`src/smsp_defs.svh`:
```
// register map, field positions, reset values and timing counts of the spi port
`ifndef SMSP_DEFS_SVH
`define SMSP_DEFS_SVH
`define SMSP_CTRL_OFS 8'h00
`define SMSP_STAT_OFS 8'h04
`define SMSP_DATA_OFS 8'h08
`define SMSP_CTRL_RST 8'h00
`define SMSP_BYTE_RST 8'h00
`define SMSP_PIN_RST 4'h2
`define SMSP_ST_DONE 7
`define SMSP_ST_OVR 6
`define SMSP_ST_FAULT 4
`define SMSP_ST_TXE 3
`define SMSP_LAST_EDGE 5'h0F
`define SMSP_RATE_OFF_LO 3'h0
`define SMSP_RATE_OFF_HI 3'h7
`define SMSP_RESP_OKAY 2'h0
`define SMSP_RESP_SLVERR 2'h2
`endif

```
`src/smsp_pkg.sv`:
```
// types shared by the spi master/slave port
package smsp_pkg;
	typedef enum logic [1:0] {
		smsp_idle = 2'b00,
		smsp_run = 2'b01
	} smsp_state_t;
	typedef struct packed {
		logic rate_sel_bit2;
		logic port_enable;
		logic select_disable;
		logic master_select;
		logic clk_pol;
		logic clk_pha;
		logic rate_sel_bit1;
		logic rate_sel_bit0;
	} smsp_ctrl_t;
endpackage

```
`src/smsp_core.sv`:
```
// spi master/slave port with an axi4-lite register slave
//
// Local design decisions: the register addresses and register access over AXI4-Lite.
`timescale 1ns/1ps
`include "smsp_defs.svh"
// Operation
// - slave-to-master bytes are 8 bits, most significant bit first.
// - one transfer is exactly eight serial clocks, one byte each way.
// - unselected slave puts its data output in high impedance.
// - master with select disabled frees select; mode fault never sets.
// - slave with phase 1 and select disabled is always selected.
// - mode fault clears after status read with flag set, then control write.
// - rate field picks divisor 4 to 128; codes 000 and 111 unused.
// - master mode by master select; a data write starts the transfer.
// - on completion set done flag and load receive data together.
// - done clears after status read with flag set, then data read.
// - slave copies a full byte to receive data and sets done at once.
// - late slave write means the old shift register contents are sent.
// - polarity sets serial clock idle level; phase picks sample and shift edges.
// - phase 0 samples on first edge; select falls to start, toggles between bytes.
// - phase 1 drives on first edge, which starts the slave; select may stay low.
// - buffer empty flag tracks the one-byte buffer; queued byte follows without gap.
// - slave with no new byte sends the last received byte.
// - master-to-slave line carries bytes most significant bit first.
// - byte arriving over unread data is dropped, old kept, overrun flagged.
module smsp_core (
	input wire logic aclk,
	input wire logic aresetn,
	input wire logic [7:0] awaddr,
	input wire logic awvalid,
	output logic awready,
	input wire logic [31:0] wdata,
	input wire logic [3:0] wstrb,
	input wire logic wvalid,
	output logic wready,
	output logic [1:0] bresp,
	output logic bvalid,
	input wire logic bready,
	input wire logic [7:0] araddr,
	input wire logic arvalid,
	output logic arready,
	output logic [31:0] rdata,
	output logic [1:0] rresp,
	output logic rvalid,
	input wire logic rready,
	input wire logic sck_in,
	output logic sck_out,
	output logic sck_oe,
	input wire logic mosi_in,
	output logic mosi_out,
	output logic mosi_oe,
	input wire logic miso_in,
	output logic miso_out,
	output logic miso_oe,
	input wire logic ss_n_in
);
	localparam logic [3:0] pin_rst = `SMSP_PIN_RST;

	function automatic logic [6:0] half_of(input logic [2:0] rate);
		half_of = 7'h01 << rate;
	endfunction

	// pin synchronisers: 0 sck, 1 select, 2 mosi, 3 miso
	logic [3:0] pin_raw, sync1_r, sync2_r, sync3_r, pin_stb_r, pin_chg;
	assign pin_raw = {miso_in, mosi_in, ss_n_in, sck_in};
	genvar gi;
	generate
		for (gi = 0; gi < 4; gi++) begin : g_sync
			always_ff @(posedge aclk) begin
				if (!aresetn) begin
					sync1_r[gi] <= pin_rst[gi];
					sync2_r[gi] <= pin_rst[gi];
					sync3_r[gi] <= pin_rst[gi];
					pin_stb_r[gi] <= pin_rst[gi];
				end else begin
					sync1_r[gi] <= pin_raw[gi];
					sync2_r[gi] <= sync1_r[gi];
					sync3_r[gi] <= sync2_r[gi];
					if (sync2_r[gi] == sync3_r[gi]) begin
						pin_stb_r[gi] <= sync3_r[gi];
					end
				end
			end
			assign pin_chg[gi] = (sync2_r[gi] == sync3_r[gi]) && (sync3_r[gi] != pin_stb_r[gi]);
		end
	endgenerate

	smsp_pkg::smsp_ctrl_t ctrl_r, ctrl_nxt;
	smsp_pkg::smsp_state_t state_r, state_nxt;
	logic [7:0] sh_r, sh_nxt, buf_r, rx_r;
	logic [4:0] ecnt_r;
	logic [6:0] div_r;
	logic txe_r, done_r, ovr_r, fault_r, arm_done_r, arm_fault_r, rxb_r, sck_r, sck_nxt;
	logic [2:0] rate;
	logic rate_ok, is_m, is_s, sel, div_tick, edge_ev, lead, samp, last, din, shift_in, miso_now;
	logic start_m, load_idle, load_next, fault_m, fault_s;
	logic [7:0] rx_byte;

	// axi side
	logic awready_r, wready_r, bvalid_r, arready_r, rvalid_r, aw_hold_r, w_hold_r;
	logic [1:0] bresp_r, rresp_r;
	logic [31:0] rdata_r, wdata_r, rd_word;
	logic [7:0] awaddr_r;
	logic [3:0] wstrb_r;
	logic aw_take, w_take, ar_take, wr_do, aw_hold_nxt, w_hold_nxt, rvalid_nxt, rd_err, wr_err;
	logic wr_ctrl, wr_data, rd_stat, rd_data;

	assign aw_take = awvalid & awready_r;
	assign w_take = wvalid & wready_r;
	assign ar_take = arvalid & arready_r;
	assign wr_do = aw_hold_r & w_hold_r & ~bvalid_r;
	assign aw_hold_nxt = aw_take | (aw_hold_r & ~wr_do);
	assign w_hold_nxt = w_take | (w_hold_r & ~wr_do);
	assign rvalid_nxt = ar_take | (rvalid_r & ~rready);
	assign wr_ctrl = wr_do & (awaddr_r == `SMSP_CTRL_OFS) & wstrb_r[0];
	assign wr_data = wr_do & (awaddr_r == `SMSP_DATA_OFS) & wstrb_r[0];
	assign wr_err = (awaddr_r != `SMSP_CTRL_OFS) && (awaddr_r != `SMSP_STAT_OFS)
		&& (awaddr_r != `SMSP_DATA_OFS);
	assign rd_stat = ar_take & (araddr == `SMSP_STAT_OFS);
	assign rd_data = ar_take & (araddr == `SMSP_DATA_OFS);

	always_comb begin
		rd_word = 32'h0000_0000;
		rd_err = 1'b0;
		if (araddr == `SMSP_CTRL_OFS) begin
			rd_word[7:0] = ctrl_r;
		end else if (araddr == `SMSP_STAT_OFS) begin
			rd_word[`SMSP_ST_DONE] = done_r;
			rd_word[`SMSP_ST_OVR] = ovr_r;
			rd_word[`SMSP_ST_FAULT] = fault_r;
			rd_word[`SMSP_ST_TXE] = txe_r;
		end else if (araddr == `SMSP_DATA_OFS) begin
			rd_word[7:0] = rx_r;
		end else begin
			rd_err = 1'b1;
		end
	end

	always_ff @(posedge aclk) begin
		if (!aresetn) begin
			awready_r <= 1'b0;
			wready_r <= 1'b0;
			aw_hold_r <= 1'b0;
			w_hold_r <= 1'b0;
			bvalid_r <= 1'b0;
			bresp_r <= `SMSP_RESP_OKAY;
		end else begin
			awready_r <= ~aw_hold_nxt;
			wready_r <= ~w_hold_nxt;
			aw_hold_r <= aw_hold_nxt;
			w_hold_r <= w_hold_nxt;
			bvalid_r <= wr_do | (bvalid_r & ~bready);
			if (wr_do) begin
				bresp_r <= wr_err ? `SMSP_RESP_SLVERR : `SMSP_RESP_OKAY;
			end
		end
	end

	always_ff @(posedge aclk) begin
		if (aw_take) awaddr_r <= awaddr;
		if (w_take) begin
			wdata_r <= wdata;
			wstrb_r <= wstrb;
		end
	end

	always_ff @(posedge aclk) begin
		if (!aresetn) begin
			arready_r <= 1'b0;
			rvalid_r <= 1'b0;
			rdata_r <= 32'h0000_0000;
			rresp_r <= `SMSP_RESP_OKAY;
		end else begin
			arready_r <= ~rvalid_nxt;
			rvalid_r <= rvalid_nxt;
			if (ar_take) begin
				rdata_r <= rd_word;
				rresp_r <= rd_err ? `SMSP_RESP_SLVERR : `SMSP_RESP_OKAY;
			end
		end
	end

	// serial engine
	assign rate = {ctrl_r.rate_sel_bit2, ctrl_r.rate_sel_bit1, ctrl_r.rate_sel_bit0};
	assign rate_ok = (rate != `SMSP_RATE_OFF_LO) && (rate != `SMSP_RATE_OFF_HI);
	assign is_m = ctrl_r.port_enable & ctrl_r.master_select;
	assign is_s = ctrl_r.port_enable & ~ctrl_r.master_select;
	assign sel = ~pin_stb_r[1] | (ctrl_r.clk_pha & ctrl_r.select_disable);
	assign div_tick = is_m && (state_r == smsp_pkg::smsp_run)
		&& (div_r == half_of(rate) - 7'h01);
	assign edge_ev = is_m ? div_tick : (is_s & sel & pin_chg[0]);
	// leading edge leaves the idle level; phase picks the sampling edge
	assign lead = is_m ? (sck_r == ctrl_r.clk_pol) : (sync3_r[0] != ctrl_r.clk_pol);
	assign samp = ctrl_r.clk_pha ? ~lead : lead;
	assign last = edge_ev & (ecnt_r == `SMSP_LAST_EDGE);
	// agreed miso level one stage early, else divisor 4 sees the previous bit
	assign miso_now = (sync2_r[3] == sync3_r[3]) ? sync3_r[3] : pin_stb_r[3];
	assign din = is_m ? miso_now : pin_stb_r[2];
	// master takes its input at the following edge to cover the synchroniser lag
	assign shift_in = (is_m | (ctrl_r.clk_pha & samp)) ? din : rxb_r;
	assign rx_byte = {sh_r[6:0], shift_in};
	assign start_m = is_m & rate_ok & ~txe_r;
	assign load_idle = (state_r == smsp_pkg::smsp_idle) & ~txe_r & (start_m | is_s);
	assign load_next = last & ~txe_r;
	assign fault_m = is_m & ~ctrl_r.select_disable & ~pin_stb_r[1];
	assign fault_s = is_s & ~(ctrl_r.clk_pha & ctrl_r.select_disable) & pin_chg[1]
		& sync3_r[1] & ((state_r == smsp_pkg::smsp_run) | (ecnt_r != 5'h00));

	always_comb begin
		ctrl_nxt = ctrl_r;
		if (wr_ctrl) ctrl_nxt = wdata_r[7:0];
		if (fault_m) begin
			ctrl_nxt.port_enable = 1'b0;
			ctrl_nxt.master_select = 1'b0;
		end
		sh_nxt = sh_r;
		if (load_idle) begin
			sh_nxt = buf_r;
		end else if (last) begin
			sh_nxt = txe_r ? rx_byte : buf_r;
		end else if (edge_ev & ~samp & (ecnt_r != 5'h00)) begin
			sh_nxt = rx_byte;
		end
		state_nxt = state_r;
		if (!ctrl_r.port_enable || (is_s && !sel)) begin
			state_nxt = smsp_pkg::smsp_idle;
		end else if (last) begin
			state_nxt = (load_next & is_m) ? smsp_pkg::smsp_run : smsp_pkg::smsp_idle;
		end else if (start_m | (is_s & edge_ev)) begin
			state_nxt = smsp_pkg::smsp_run;
		end
		sck_nxt = div_tick ? ~sck_r : sck_r;
		if (!is_m || (state_r == smsp_pkg::smsp_idle)) sck_nxt = ctrl_r.clk_pol;
	end

	always_ff @(posedge aclk) begin
		if (!aresetn) begin
			ctrl_r <= `SMSP_CTRL_RST;
			state_r <= smsp_pkg::smsp_idle;
			sh_r <= `SMSP_BYTE_RST;
			sck_r <= 1'b0;
			rxb_r <= 1'b0;
		end else begin
			ctrl_r <= ctrl_nxt;
			state_r <= state_nxt;
			sh_r <= sh_nxt;
			sck_r <= sck_nxt;
			if (edge_ev & samp) rxb_r <= din;
		end
	end

	always_ff @(posedge aclk) begin
		if (!aresetn || (state_nxt == smsp_pkg::smsp_idle) || last) begin
			ecnt_r <= 5'h00;
		end else if (edge_ev) begin
			ecnt_r <= ecnt_r + 5'h01;
		end
		if (!aresetn || (state_r != smsp_pkg::smsp_run) || div_tick) begin
			div_r <= 7'h00;
		end else begin
			div_r <= div_r + 7'h01;
		end
	end

	always_ff @(posedge aclk) begin
		if (!aresetn) begin
			buf_r <= `SMSP_BYTE_RST;
			txe_r <= 1'b1;
			rx_r <= `SMSP_BYTE_RST;
			done_r <= 1'b0;
			ovr_r <= 1'b0;
			fault_r <= 1'b0;
			arm_done_r <= 1'b0;
			arm_fault_r <= 1'b0;
		end else begin
			if (wr_data) begin
				buf_r <= wdata_r[7:0];
				txe_r <= 1'b0;
			end else if (load_idle | load_next) begin
				txe_r <= 1'b1;
			end
			if (rd_stat) arm_done_r <= done_r;
			else if (rd_data) arm_done_r <= 1'b0;
			if (rd_stat) arm_fault_r <= fault_r;
			else if (wr_ctrl) arm_fault_r <= 1'b0;
			if (last & done_r) begin
				ovr_r <= 1'b1;
			end else if (last) begin
				rx_r <= rx_byte;
				done_r <= 1'b1;
			end else if (rd_data & arm_done_r) begin
				done_r <= 1'b0;
				ovr_r <= 1'b0;
			end
			if (fault_m | fault_s) fault_r <= 1'b1;
			else if (wr_ctrl & arm_fault_r) fault_r <= 1'b0;
		end
	end

	// pin outputs
	always_ff @(posedge aclk) begin
		if (!aresetn) begin
			sck_out <= 1'b0;
			sck_oe <= 1'b0;
			mosi_out <= 1'b0;
			mosi_oe <= 1'b0;
			miso_out <= 1'b0;
			miso_oe <= 1'b0;
		end else begin
			sck_out <= sck_nxt;
			sck_oe <= ctrl_nxt.port_enable & ctrl_nxt.master_select;
			mosi_out <= sh_nxt[7];
			mosi_oe <= ctrl_nxt.port_enable & ctrl_nxt.master_select;
			miso_out <= sh_nxt[7];
			miso_oe <= is_s & sel;
		end
	end

	assign awready = awready_r;
	assign wready = wready_r;
	assign bvalid = bvalid_r;
	assign bresp = bresp_r;
	assign arready = arready_r;
	assign rvalid = rvalid_r;
	assign rdata = rdata_r;
	assign rresp = rresp_r;
endmodule

```
`config.mk`:
```
export PLATFORM = sky130hd
export DESIGN_NAME = smsp_core
export DESIGN_NICKNAME = d
export VERILOG_FILES = /design/src/smsp_pkg.sv /design/src/smsp_core.sv
export VERILOG_INCLUDE_DIRS = /design/src
export SDC_FILE = /design/constraint.sdc
export NUM_CORES = 1
export LEC_CHECK = 0
export BUFFER_PORTS_ARGS = -buffer_cell sky130_fd_sc_hd__clkbuf_2
export CAP_MARGIN = 10
export CORE_ASPECT_RATIO = 1.5
export CORE_UTILIZATION = 45
export DETAILED_ROUTE_END_ITERATION = 10
export HOLD_SLACK_MARGIN = 0.05
export PLACE_DENSITY = 0.71
export SYNTH_ARGS = -nofsm -noshare
export SYNTH_HDL_FRONTEND = slang
export SYNTH_SLANG_ARGS = --single-unit
```
`constraint.sdc`:
```
create_clock -name aclk -period 5.14 [get_ports aclk]
set_clock_uncertainty 0.05 [all_clocks]
set_input_delay 0.771 -clock aclk [delete_from_list [all_inputs] [get_ports aclk]]
set_output_delay 0.771 -clock aclk [all_outputs]
set_load 0.01 [all_outputs]
```
Word level (Yosys, flattened, before mapping)
Cells that the tools add are included.
{"block": "word_totals", "reg_bits": 108, "output_inout_bits": 47, "word_cells": 224}
{"block": "op_classes", "add_sub_neg": 3, "n_eq_ne": 19, "shifts": 1, "muxes": 42, "n_bitwise": 69, "reduce_logical": 36}
{"cell": "two-way mux 8 bit", "count": 6}
{"cell": "AND 1 bit", "count": 42}
{"cell": "two-way mux 1 bit", "count": 27}
{"cell": "equality test 8 x 4 -> 1 bit (second input constant)", "count": 2}
{"cell": "zero test 8 bit", "count": 2}
{"cell": "inverter 1 bit", "count": 16}
{"cell": "two-way mux 2 bit", "count": 7}
{"cell": "nonzero test 2 bit", "count": 7}
{"cell": "bitwise OR 1 bit", "count": 11}
{"cell": "equality test 8 x 3 -> 1 bit (second input constant)", "count": 1}
{"cell": "logical AND 1 bit", "count": 8}
{"cell": "inequality test 8 x 3 -> 1 bit (second input constant)", "count": 1}
{"cell": "inequality test 8 x 4 -> 1 bit (second input constant)", "count": 1}
{"cell": "nonzero test 8 bit", "count": 1}
{"cell": "adder 7 x 1 -> 7 bit (second input constant)", "count": 1}
{"cell": "equality test 7 bit", "count": 1}
{"cell": "two-way mux 7 bit", "count": 1}
{"cell": "<< shifter 1 x 3 -> 7 bit (first input constant)", "count": 1}
{"cell": "subtractor 7 x 1 -> 7 bit (second input constant)", "count": 1}
{"cell": "logical OR 1 bit", "count": 6}
{"cell": "AND reduction 2 bit", "count": 3}
{"cell": "nonzero test 3 bit", "count": 2}
{"cell": "adder 5 x 1 -> 5 bit (second input constant)", "count": 1}
{"cell": "equality test 1 bit", "count": 5}
{"cell": "9 further kinds", "count": 16}

Logic depth before layout (Yosys ltp)
Gate-level depths: netlist of the first run.
{"block": "logic_depth", "depth_word": 14, "depth_mapped": 13, "ltp_nobuf": 10}

Worst setup path before layout of the first run
No wires, ideal clock.
{"block": "synth_path", "path_type": "register to register", "from": "register ctrl_r[0] (netlist name)", "to": "register rx_r[0]", "t_arrival_ps": 2668, "t_required_ps": 5018, "setup_slack_ps": 2350, "stages_incl_launch_ff": 11, "path_buffers": 2, "synth_period_minus_slack_ps": 2790, "cell_sequence": "dfxtp_1 > buf_2 > or3_1 > ha_1 > buf_2 > xnor2_2 > mux2i_1 > o31ai_1 > a21oi_2 > nor4_4 > mux2i_1"}
{"block": "synth_via", "elab_chain_len": 9}
{"element": "from (decl)", "line": "smsp_core.sv:88", "text": "smsp_pkg::smsp_ctrl_t ctrl_r, ctrl_nxt;"}
{"element": "from (signal assigned)", "line": "smsp_core.sv:238", "text": "ctrl_r <= `SMSP_CTRL_RST;"}
{"element": "from (signal assigned)", "line": "smsp_core.sv:244", "text": "ctrl_r <= ctrl_nxt;"}
{"element": "<< shifter 1 x 3 -> 7 bit (*)", "line": "smsp_core.sv:60", "text": "half_of = 7'h01 << rate;"}
{"element": "subtractor 7 x 1 -> 7 bit (*)", "line": "smsp_core.sv:190", "text": "&& (div_r == half_of(rate) - 7'h01);"}
{"element": "equality test 7 bit (*)", "line": "smsp_core.sv:190"}
{"element": "logical AND 1 bit (*)", "line": "smsp_core.sv:190"}
{"element": "two-way mux 1 bit (*)", "line": "smsp_core.sv:191", "text": "assign edge_ev = is_m ? div_tick : (is_s & sel & pin_chg[0]);"}
{"element": "AND 1 bit (*)", "line": "smsp_core.sv:195", "text": "assign last = edge_ev & (ecnt_r == `SMSP_LAST_EDGE);"}
{"element": "AND 1 bit", "line": "smsp_core.sv:286", "text": "if (last & done_r) begin"}
{"element": "inverter 1 bit (no line)"}
{"element": "AND reduction 2 bit (no line) (*)"}
{"element": "to (signal assigned)", "line": "smsp_core.sv:269", "text": "rx_r <= `SMSP_BYTE_RST;"}
{"element": "to (signal assigned)", "line": "smsp_core.sv:289", "text": "rx_r <= rx_byte;"}
{"element": "to (decl)", "line": "smsp_core.sv:90", "text": "logic [7:0] sh_r, sh_nxt, buf_r, rx_r;"}
Mark *: on every way between the ends. The rest lies on a longest branch, timed or not.
A chain may end at the register's enable or synchronous reset.

Worst setup path after layout of the first run
{"block": "layout_path", "from": "register ctrl_r[0] (netlist name)", "to": "register sh_r[5]"}
{"block": "layout_via", "elab_chain_len": 8, "elab_cells_between_ends": 18, "classes_between": "add/sub (1); eq/ne (2); shift (1); mux (3); bitwise (7); reduce/logical (4)"}
{"element": "<< shifter 1 x 3 -> 7 bit", "line": "smsp_core.sv:60"}
{"element": "subtractor 7 x 1 -> 7 bit", "line": "smsp_core.sv:190"}
{"element": "equality test 7 bit", "line": "smsp_core.sv:190"}
{"element": "logical AND 1 bit", "line": "smsp_core.sv:190"}
{"element": "two-way mux 1 bit", "line": "smsp_core.sv:191"}
{"element": "AND 1 bit (on tied branches)", "line": "smsp_core.sv:221, smsp_core.sv:195"}
{"element": "AND 1 bit or two-way mux 8 bit (tied branches)", "line": "smsp_core.sv:221, smsp_core.sv:219"}
{"element": "nonzero test 3 bit (no line) or two-way mux 8 bit (tied branches)"}
{"element": "to (signal assigned)", "line": "smsp_core.sv:240", "text": "sh_r <= `SMSP_BYTE_RST;"}
{"element": "to (signal assigned)", "line": "smsp_core.sv:246", "text": "sh_r <= sh_nxt;"}
{"element": "to (decl)", "line": "smsp_core.sv:90"}
Parallel ways exist; a longest one is shown, timed or not.

==> key figures, run 1 <==
Hold path
  – Worst Hold Launch: sync1_r[1]
  – Worst hold-check path type: reg2reg
  – Hold Crit Endpoint: sync2_r[1]
  – Hold Crit Depth: 1

Power
  – Pint: 0.001278 W
  – Static leakage: 1.979 nW
  – Sw Ratio: 23.02%
  – Tot Pwr: 0.001660 W
  – Worst vdd ir: 251.0 uV
  – Sequential share of power: 52.4%
  – Clock Power Share: 43.4%
  – Pwr dens: 306.3 nW/um^2
  – P_sw: 0.0003822 W
  – Power share of the combinational group: 4.2%

Synthesis
  – Async SR Flop Fraction: 0%
  – Cells after synthesis: 524
  – Post-synth cell types: 67
  – Largest family of logic cells by synthesized area: simple AND/OR/NAND/NOR gates
  – Seq cells post-synth: 106
  – Number of synthesized flops with an enable pin: 17
  – Sequential share of the synthesized area: 46.97%
  – Most used DFF post-synth: dfxtp_1
  – Cell Area, Synth: 4880 sq um
  – XOR/XNOR Fraction of Synth Area: 2.308%
  – Simple-gate share of the synthesized area: 20.36%
  – Synth Area in Compound Gates: 17.67%
  – Synth Area per Inst: 9.312 sq um
  – Mux cell area share after synthesis: 2.667%
  – Warnings from Yosys: 0
  – Fraction of the mapped netlist area in adder cells: 1.744%

Clock tree
  – CTS Sinks: 106
  – Root Driver: clkbuf_16
  – CTS Buffer Depth: 2
  – H-tree Lvls: 3
  – Clock transition at the registers of the reported paths: 0.07 ns
  – Hold buffer count at cts: 0
  – Setup bufs post-CTS: 0
  – Cts repair resizes: 0
  – CTS tree: yes
  – CTS Buf Count: 9
  – Clk Latency, worst-skew pair: 0.35 ns

Timing
  – Min cycle time layout: 3.318 ns
  – Final hold vios: 0
  – Count of final setup violators: 0
  – Fin. max-slew vios: 0
  – F_max: 301.3 MHz
  – Unrepaired setup endpoints after global routing: no
  – Tightest Pin Transition: 0.9513 ns
  – Setup_tns: 0 ns
  – Slew margin rel.: 36.16%
  – Tcrit/Tclk final: 64.56%
  – WHS: 0.3571 ns

Placement
  – Detail Placement HPWL: 7.261 mm
  – PortBufs: 56
  – Routability cong.: 0.8769
  – Dpl cells: 694

Die
  – Core area: 10590 sq um
  – Die span in x: 87.03 um
  – # IOs: 110
  – Starting Density: 46.08%
  – # rows: 46
  – Die H: 129.5 um
  – Die ar.: 11270 sq um

Route
  – DRC Markers: 0
  – Routed wire length: 10.17 mm
  – Via/cell ratio: 5.452
  – Routed WL per cell: 14.32 um
  – Final ANT Viol Nets: 0
  – TritonRoute pass-1 iters: 5
  – Detailed-route via count: 3871
  – 1st-iter DRT viols: 273

Finish
  – Most frequent cells in the layout: dfxtp_1, nand2_1, clkbuf_2, a21oi_1, nor2_1
  – Most common library cell in the layout ignoring fill and taps: dfxtp_1
  – Share of cells above drive strength 1: 16.43%
  – Fin nets: 630
  – Ant diodes: 0
  – Filler cell count: 991
  – Final core utilization: 51.17%
  – Post-route insts no fill: 710
  – Layout area overhead: 11.05%

Worst setup path
  – FF-to-FF End: sh_r[5]
  – Critical Path AT: 3.47 ns
  – Worst R2R Setup Slack: 1.82 ns
  – Worst endpoint required time: 5.30 ns
  – CP max FO: 12
  – Type of destination of the critical path: register
  – Crit start category: register
  – Worst Reg-to-Reg Cells: 8
  – Reg2reg start: ctrl_r[0]
  – Crit Path Category: reg2reg

Global route
  – First-pass GRT wire length: 16.66 mm
  – Initial antenna violation count: 0
  – Gr usage total: 19.05%
  – Vias in the first global route: 3582
  – Grt total ovfl: 0
  – Largest net degree at the start of global routing: 47

Status
  – Status: complete, no violations

Run
  – Max Cap Viol: 0
power groups by stage:
stage / logic (W) / clock network [W] / registers, W
final: 0.0000692 / 0.000721 / 0.000870
after global routing: 0.0000791 / 0.000769 / 0.000872
after CTS: 0.0000697 / 0.000736 / 0.000870
after detailed placement: 0.0000694 / 0 / 0.000889
after global placement: 0.0000681 / 0 / 0.000889
after floorplan: 0.0000538 / 0 / 0.000891
state kept, by name, summed over array words and instances (netlist names), 5 cells and up:
signal    flops
awaddr_r      8
rx_r          8
buf_r         8
wdata_r       8
ecnt_r        5
sh_r          8
rdata         8
ctrl_r        8
div_r         7
metrics by stage:
stage / setup slack (ns) / instance area, sq um
2_1_floorplan: 2.350 / 4974
3_3_place_gp: 1.982 / 5097
3_5_place_dp: 1.881 / 5097
4_1_cts: 1.841 / 5419
5_1_grt: 1.668 / 5419
6_report: 1.822 / 5419
cell usage after synthesis, drive strengths merged, types with 2 or more instances:
library cell | instances | area share, %
a21oi | 36 | 3.8
o21a | 2 | 0.31
xnor2 | 7 | 1.4
nor3 | 20 | 2.3
a311oi | 9 | 2.5
ha | 6 | 1.5
buf | 39 | 5.7
a22oi | 10 | 1.5
a32oi | 2 | 0.36
nand2b | 9 | 1.2
nand4 | 9 | 1.2
nor4 | 2 | 0.56
nand2 | 75 | 5.8
mux2i | 13 | 2.7
and4b | 2 | 0.41
dfxtp | 89 | 37
a221oi | 10 | 2.2
o211ai | 4 | 0.72
o31ai | 7 | 1.1
nand3b | 2 | 0.31
xor2 | 5 | 0.90
a31oi | 5 | 0.64
or4 | 4 | 0.69
inv | 15 | 1.2
a211oi | 3 | 0.56
clkbuf | 17 | 1.3
or2 | 2 | 0.26
nand3 | 11 | 1.1
nor2 | 30 | 2.3
nor2b | 5 | 0.64
edfxtp | 17 | 10
and2 | 16 | 2.1
o21ai | 18 | 1.9
and3 | 4 | 0.51
area by class of cell:
| type | instances | area [sq um] | share of cell area (%) |
|---|---|---|---|
| timing repair buffer | 57 | 287.8 | 5.311 |
| inverter | 15 | 56.30 | 1.039 |
| clock buffer | 9 | 225.2 | 4.156 |
| clock inverter | 7 | 96.34 | 1.778 |
| multi-input combinational | 372 | 2281 | 42.09 |
| tap | 144 | 180.2 | 3.325 |
| sequential | 106 | 2292 | 42.30 |
kinds of logic after synthesis:
group	count (synthesis)
simple gates	197
compound gates	117
flops	106
buf+inv	71
mux	13
xor+xnor	12
fa+ha+maj	7
other cells	1
layer usage:
layer | vias to the layer above | GRT usage (%) | part of all wire [%]
li1 | 1891 | - | -
met1 | 1801 | 21.45 | 42
met2 | 161 | 33.90 | 50
met3 | 18 | 4.140 | 5.6
met4 | 0 | 8.824 | 2.3
met5 | - | 0 | 0
worst max-delay path by stage:
stage              end  slack [ns]       from
4_1_cts        sh_r[5]        1.84  ctrl_r[0]
3_3_place_gp   sh_r[3]        1.98  ctrl_r[0]
2_1_floorplan  rx_r[0]        2.35  ctrl_r[0]
3_5_place_dp   sh_r[4]        1.88  ctrl_r[0]
5_1_grt        sh_r[5]        1.67  ctrl_r[0]
6_report       sh_r[5]        1.82  ctrl_r[0]
worst max-delay path, cell delays in order, from the launching register on:
cell	delay [ns]
dfxtp_1	0.46
or3_1	0.47
ha_1	0.32
xnor2_2	0.23
mux2i_1	0.12
o31ai_1	0.43
o2111a_1	0.50
or2_1	0.42
a311oi_2	0.17
No activity file was read; power rests on OpenSTA's default activity.
==> run 2: changes to the inputs <==
--- a/config.mk
+++ b/config.mk
@@ -12,7 +12,7 @@
 export CORE_UTILIZATION = 45
 export DETAILED_ROUTE_END_ITERATION = 10
 export HOLD_SLACK_MARGIN = 0.05
-export PLACE_DENSITY = 0.71
+export PLACE_DENSITY = 0.74
 export SYNTH_ARGS = -nofsm -noshare
 export SYNTH_HDL_FRONTEND = slang
 export SYNTH_SLANG_ARGS = --single-unit
==> constraint.sdc (replaced) <==
create_clock -name aclk -period 2.96 [get_ports aclk]
set_clock_uncertainty 0.05 [all_clocks]
set_input_delay 0.444 -clock aclk [delete_from_list [all_inputs] [get_ports aclk]]
set_output_delay 0.444 -clock aclk [all_outputs]
set_load 0.01 [all_outputs]
==> run 2 against run 1 <==
Compared with the run above:
- total power grew 76%
- non-clock buffer count grew 14
- sequential cell count is the same
- sequential power grew 74%
- critical path depth is the same
- global-route usage grew 0.72 points
- sequential share of layout area shrank 0.91 points
- setup slack lost 1.7 ns
- critical endpoint is now ecnt_r[3]
- largest power group unchanged
==> key figures, run 2 (synthesized netlist as in run 1, its figures left out) <==
Global route
  – First-pass GRT wire length: 16.97 mm (+1.9%)
  – Largest net degree at the start of global routing: 32 (-32%)
  – Initial antenna violation count: 0 (unchanged)
  – Grt total ovfl: 0 (unchanged)
  – Gr usage total: 19.77% (+0.72 points)
  – Vias in the first global route: 3666 (+2.3%)

Timing
  – Setup_tns: 0 ns (unchanged)
  – Final hold vios: 0 (unchanged)
  – Count of final setup violators: 0 (unchanged)
  – Slew margin rel.: 47.64% (+11 points)
  – Tightest Pin Transition: 0.7794 ns (-0.1718 ns)
  – Tcrit/Tclk final: 96.39% (+32 points)
  – Min cycle time layout: 2.853 ns (-0.4655 ns)
  – F_max: 350.5 MHz (+16%)
  – Unrepaired setup endpoints after global routing: no
  – Fin. max-slew vios: 0 (unchanged)

Clock tree
  – Clk Latency, worst-skew pair: 0.36 ns (about the same)
  – CTS Buffer Depth: 2 (unchanged)
  – Root Driver: clkbuf_16
  – CTS Sinks: 106 (unchanged)
  – Hold buffer count at cts: 0 (unchanged)
  – Clock transition at the registers of the reported paths: 0.08 ns (about the same)
  – H-tree Lvls: 3 (unchanged)
  – CTS Buf Count: 9 (unchanged)
  – CTS tree: yes

Placement
  – Detail Placement HPWL: 7.678 mm (+5.7%)
  – Routability cong.: 0.9176 (+4.6%)
  – PortBufs: 56 (unchanged)

Power
  – Sw Ratio: 23.77% (+0.75 points)
  – Static leakage: 2.059 nW (+4.0%)
  – Worst vdd ir: 427.6 uV (+70%)
  – Sequential share of power: 51.6% (-0.8 points)
  – Pwr dens: 528.2 nW/um^2 (+72%)
  – Clock Power Share: 44.2% (+0.8 points)
  – P_sw: 0.0006953 W (+82%)
  – Pint: 0.002230 W (+75%)
  – Power share of the combinational group: 4.1% (about the same)

Finish
  – Most common library cell in the layout ignoring fill and taps: dfxtp_1
  – Layout area overhead: 13.49%
  – Share of cells above drive strength 1: 18.62% (+2.2 points)
  – Filler cell count: 976 (-1.5%)
  – Ant diodes: 0 (unchanged)
  – Fin nets: 644 (+2.2%)
  – Most frequent cells in the layout: dfxtp_1, nand2_1, clkbuf_2, a21oi_1, nor2_1
  – Final core utilization: 52.29% (+1.1 points)

Worst setup path
  – Crit-path leading delay family: simple AND/OR/NAND/NOR gates
  – Worst Path Buf+Inv: 0 (unchanged)
  – Worst endpoint required time: 3.18 ns (-2.12 ns)
  – Critical Path AT: 3.08 ns (-0.39 ns)
  – Type of destination of the critical path: register
  – Worst path slowest cell: or4_1
  – Crit start category: register
  – Crit Path Category: reg2reg
  – Cell chain of the critical path: or3_1 > ha_1 > xnor2_2 > mux2i_1 > o31ai_1 > a21oi_2 > or4_1 > a22oi_1
  – Largest stage delay, worst path: 0.53 ns (+0.03 ns)
  – CP max FO: 7 (-5)

Route
  – Detailed-route via count: 3916 (+1.2%)
  – 1st-iter DRT viols: 231 (-15%)
  – Routed WL per cell: 14.41 um (+0.59%)
  – Via/cell ratio: 5.409 (-0.79%)
  – TritonRoute pass-1 iters: 5 (unchanged)
  – Routed wire length: 10.43 mm (+2.6%)
  – Final ANT Viol Nets: 0 (unchanged)
  – DRC Markers: 0 (unchanged)

Die
  – Die span in x: 87.03 um (unchanged)
  – Die ar.: 11270 sq um (unchanged)
  – # rows: 46 (unchanged)
  – Starting Density: 46.08% (unchanged)
  – Core area: 10590 sq um (unchanged)
  – Die H: 129.5 um (unchanged)
  – # IOs: 110 (unchanged)

Hold path
  – Worst hold-check path type: in2reg

Status
  – Status: complete, no violations

Run
  – Max Cap Viol: 0 (unchanged)
-- run 2: cell count changes in the layout (fill, tap and decap cells not counted) --
cell / change
or2_1: -1
clkinv_8: +1
inv_8: +1
inv_6: -1
clkinvlp_4: -1
or2_4: +1
buf_4: +14
-- run 2: layout make-up --
cell class	instances	area [sq um]	share of cell area, %
sequential	106	2292	41.39
multi-input combinational	372	2283	41.23
timing repair buffer	71	392.9	7.094
clock buffer	9	225.2	4.067
tap	144	180.2	3.254
clock inverter	7	107.6	1.943
inverter	15	56.30	1.017
-- run 2: worst register-to-register path: cells and delay by family (launching register included) --
kind                     cells  cell delay, ns
adder cells (fa/ha/maj)      1            0.33
flip-flops                   1            0.31
AO/OA/AOI/OAI                3            0.76
XOR/XNOR                     1            0.24
multiplexers                 1            0.12
AND/OR/NAND/NOR              2            0.95
-- run 2: path summary, 6_finish.rpt --
path	start	end	slack (ns)	cells past startpoint
max reg2reg	ctrl_r[0]	ecnt_r[3]	0.11	8
min reg2reg	sync1_r[1]	sync2_r[1]	0.36	1
max	ctrl_r[0]	ecnt_r[3]	0.11	8
min	awaddr[4]	awaddr_r[4]	0.20	1
-- run 2: metrics by stage --
stage / hold WS [ns] / cells / power (W) / setup WS (ns) / cell area [sq um]
after global placement: 0.3417 / 708 / 0.001662 / 0.2178 / 5202
after CTS: 0.1896 / 724 / 0.002944 / 0.1220 / 5535
after detailed placement: 0.3500 / 708 / 0.001666 / 0.1503 / 5202
after floorplan: 0.3363 / 549 / 0.001640 / 0.1698 / 4974
final: 0.1967 / 724 / 0.002925 / 0.1070 / 5538
after global routing: 0.1877 / 724 / 0.003028 / 0.01378 / 5538
-- run 2: timing repair --
action	4_1_cts	5_1_grt
setup endpoints to repair	0	7
resized for setup	0	1
setup buffers	0	0
-- run 2: power by group through the flow --
stage	clock, W	sequential, W	combinational [W]
2_1_floorplan	0	0.00155	0.0000934
3_3_place_gp	0	0.00154	0.000119
3_5_place_dp	0	0.00154	0.000122
4_1_cts	0.00131	0.00151	0.000122
5_1_grt	0.00138	0.00151	0.000137
6_report	0.00129	0.00151	0.000121
-- run 2: routing by layer --
metal | wire, um | share of wire (%) | global-route usage [%]
met2 | 5238 | 50 | 34.14
met5 | 0 | 0 | 0
met1 | 4319 | 41 | 22.75
met3 | 583 | 5.6 | 3.758
met4 | 290 | 2.8 | 11.08
==> run 3: changes to the inputs <==
--- a/config.mk
+++ b/config.mk
@@ -9,10 +9,11 @@
 export BUFFER_PORTS_ARGS = -buffer_cell sky130_fd_sc_hd__clkbuf_2
 export CAP_MARGIN = 10
 export CORE_ASPECT_RATIO = 1.5
+export CORE_MARGIN = 10
 export CORE_UTILIZATION = 45
 export DETAILED_ROUTE_END_ITERATION = 10
 export HOLD_SLACK_MARGIN = 0.05
-export PLACE_DENSITY = 0.74
+export PLACE_DENSITY = 0.71
 export SYNTH_ARGS = -nofsm -noshare
 export SYNTH_HDL_FRONTEND = slang
 export SYNTH_SLANG_ARGS = --single-unit
==> constraint.sdc (replaced) <==
create_clock -name aclk -period 3.3 [get_ports aclk]
set_clock_uncertainty 0.05 [all_clocks]
set_input_delay 0.495 -clock aclk [delete_from_list [all_inputs] [get_ports aclk]]
set_output_delay 0.495 -clock aclk [all_outputs]
set_load 0.01 [all_outputs]
==> run 3 against run 2 <==
Compared with the run above:
- setup slack better by 0.19 ns
- core utilization decreased by 0.53 points
- hold slack better by 0.068 ns
- non-clock buffer count decreased by 4
- critical path type unchanged
- wire length is 7.2% higher
==> key figures, run 3 (synthesized netlist as in run 1, its figures left out) <==
Placement
  – Detail Placement HPWL: 8.371 mm (+9.0%)
  – Post-placement cell area: 5172 sq um (-0.58%)
  – Dpl cells: 704 (-0.56%)
  – Routability cong.: 0.8863 (-3.4%)
  – PortBufs: 56 (unchanged)

Hold path
  – Hold Crit Depth: 1 (unchanged)
  – Worst Hold Launch: awaddr[0]
  – Worst hold-check path type: in2reg
  – Hold Crit Endpoint: awaddr_r[0]

Global route
  – Largest net degree at the start of global routing: 34 (+6.3%)
  – Vias in the first global route: 3864 (+5.4%)
  – Gr usage total: 14.46% (-5.3 points)
  – First-pass GRT wire length: 18.57 mm (+9.5%)
  – Initial antenna violation count: 0 (unchanged)
  – Grt total ovfl: 0 (unchanged)

Timing
  – Min cycle time layout: 3.007 ns (+0.1540 ns)
  – Slew margin rel.: 51.27% (+3.6 points)
  – Fin. max-slew vios: 0 (unchanged)
  – Tightest Pin Transition: 0.7303 ns (-0.04918 ns)
  – Final hold vios: 0 (unchanged)
  – Setup_tns: 0 ns (unchanged)
  – F_max: 332.6 MHz (-5.1%)
  – Count of final setup violators: 0 (unchanged)
  – Unrepaired setup endpoints after global routing: no
  – Tcrit/Tclk final: 91.12% (-5.3 points)

Route
  – Via/cell ratio: 5.490 (+1.5%)
  – 1st-iter DRT viols: 274 (+19%)
  – Met3 wire len: 1.025 mm (+76%)
  – Metal2 WL: 5.327 mm (+1.7%)
  – TritonRoute pass-1 iters: 5 (unchanged)
  – DRC Markers: 0 (unchanged)
  – Routed wire length: 11.18 mm (+7.2%)
  – Final ANT Viol Nets: 0 (unchanged)
  – M1 wire length: 4.518 mm (+4.6%)
  – Top sig layer: met4
  – Routed WL per cell: 15.53 um (+7.8%)
  – Detailed-route via count: 3953 (+0.94%)

Die
  – Starting Density: 46.08% (unchanged)
  – Die H: 147.5 um (+14%)
  – Die span in x: 105.0 um (+21%)
  – # IOs: 110 (unchanged)
  – Die ar.: 15490 sq um (+37%)
  – Core area: 10590 sq um (unchanged)
  – # rows: 46 (unchanged)

Worst setup path
  – Type of destination of the critical path: register
  – CP Launch Point: ctrl_r[1]
  – Worst Path Buf+Inv: 0 (unchanged)
  – Worst endpoint required time: 3.45 ns (+0.27 ns)
  – Worst R2R Setup Slack: 0.29 ns (+0.19 ns)
  – Critical Path AT: 3.15 ns (+0.07 ns)
  – Worst path slowest cell: o31ai_1
  – Crit start category: register
  – Worst Reg-to-Reg Cells: 8 (unchanged)
  – CP max FO: 9 (+2)
  – Cell chain of the critical path: or3_1 > ha_1 > xnor2_2 > mux2i_1 > o31ai_1 > a21oi_2 > o31ai_1 > a22oi_1
  – Reg2reg start: ctrl_r[1]
  – FF-to-FF End: ecnt_r[1]
  – Crit-path leading delay family: compound AO/OA/AOI/OAI gates
  – Crit-path most repeated cell: o31ai_1
  – Largest stage delay, worst path: 0.53 ns (about the same)
  – Crit Path Category: reg2reg

Clock tree
  – CTS Sinks: 106 (unchanged)
  – Cts repair resizes: 0 (unchanged)
  – Clk Latency, worst-skew pair: 0.35 ns (about the same)
  – H-tree Lvls: 3 (unchanged)
  – Setup bufs post-CTS: 0 (unchanged)
  – Root Driver: clkbuf_16
  – CTS Buf Count: 9 (unchanged)
  – Clock transition at the registers of the reported paths: 0.07 ns (about the same)
  – CTS tree: yes
  – Hold buffer count at cts: 0 (unchanged)
  – CTS Buffer Depth: 2 (unchanged)

Finish
  – Post-route insts no fill: 720 (-0.55%)
  – Share of cells above drive strength 1: 17.88% (-0.74 points)
  – Most common library cell in the layout ignoring fill and taps: dfxtp_1
  – Fin nets: 640 (-0.62%)
  – Most frequent cells in the layout: dfxtp_1, nand2_1, clkbuf_2, a21oi_1, nor2_1
  – Filler cell count: 995 (+1.9%)
  – Layout area overhead: 12.33%
  – Final core utilization: 51.76% (-0.53 points)
  – Post-Layout Inst Area: 5482 sq um (-1.0%)
  – Ant diodes: 0 (unchanged)

Power
  – Worst vdd ir: 357.4 uV (-16%)
  – Static leakage: 2.033 nW (-1.2%)
  – Pwr dens: 470.4 nW/um^2 (-11%)

Run
  – Max Cap Viol: 0 (unchanged)

Status
  – Status: complete, no violations
## run 3: per-stage QoR
stage          setup slack, ns  hold WS, ns  total power (W)
5_1_grt                 0.1220       0.2454         0.002679
3_3_place_gp            0.4465       0.3411         0.001492
4_1_cts                 0.3171       0.2532         0.002601
6_report                0.2930       0.2643         0.002578
3_5_place_dp            0.3235       0.3480         0.001496
2_1_floorplan           0.5098       0.3363         0.001471
## run 3: layer usage
metal	GRT usage, %	vias up
met4	5.854	0
li1	-	1918
met5	0	-
met3	5.918	25
met2	24.25	162
met1	15.84	1848
## run 3: worst max path at each step
stage	endpoint	slack (ns)	cells past startpoint
final	ecnt_r[1]	0.29	8
after global routing	ecnt_r[1]	0.12	8
after CTS	ecnt_r[3]	0.32	8
after detailed placement	ecnt_r[3]	0.32	8
after global placement	ecnt_r[1]	0.45	8
after floorplan	rx_r[0]	0.51	10
## run 3: area by class of cell
cell class | count | area, sq um | area share [%]
tap | 144 | 180.2 | 3.287
multi-input combinational | 372 | 2281 | 41.61
inverter | 15 | 56.30 | 1.027
timing repair buffer | 67 | 362.8 | 6.619
clock buffer | 9 | 225.2 | 4.109
clock inverter | 7 | 83.83 | 1.529
sequential | 106 | 2292 | 41.82
## run 3: report_power, final
group | internal (W) | switching [W]
sequential | 0.00134 | 0.0000135
combinational | 0.0000400 | 0.0000715
clock | 0.000605 | 0.000507
total | 0.00199 | 0.000592
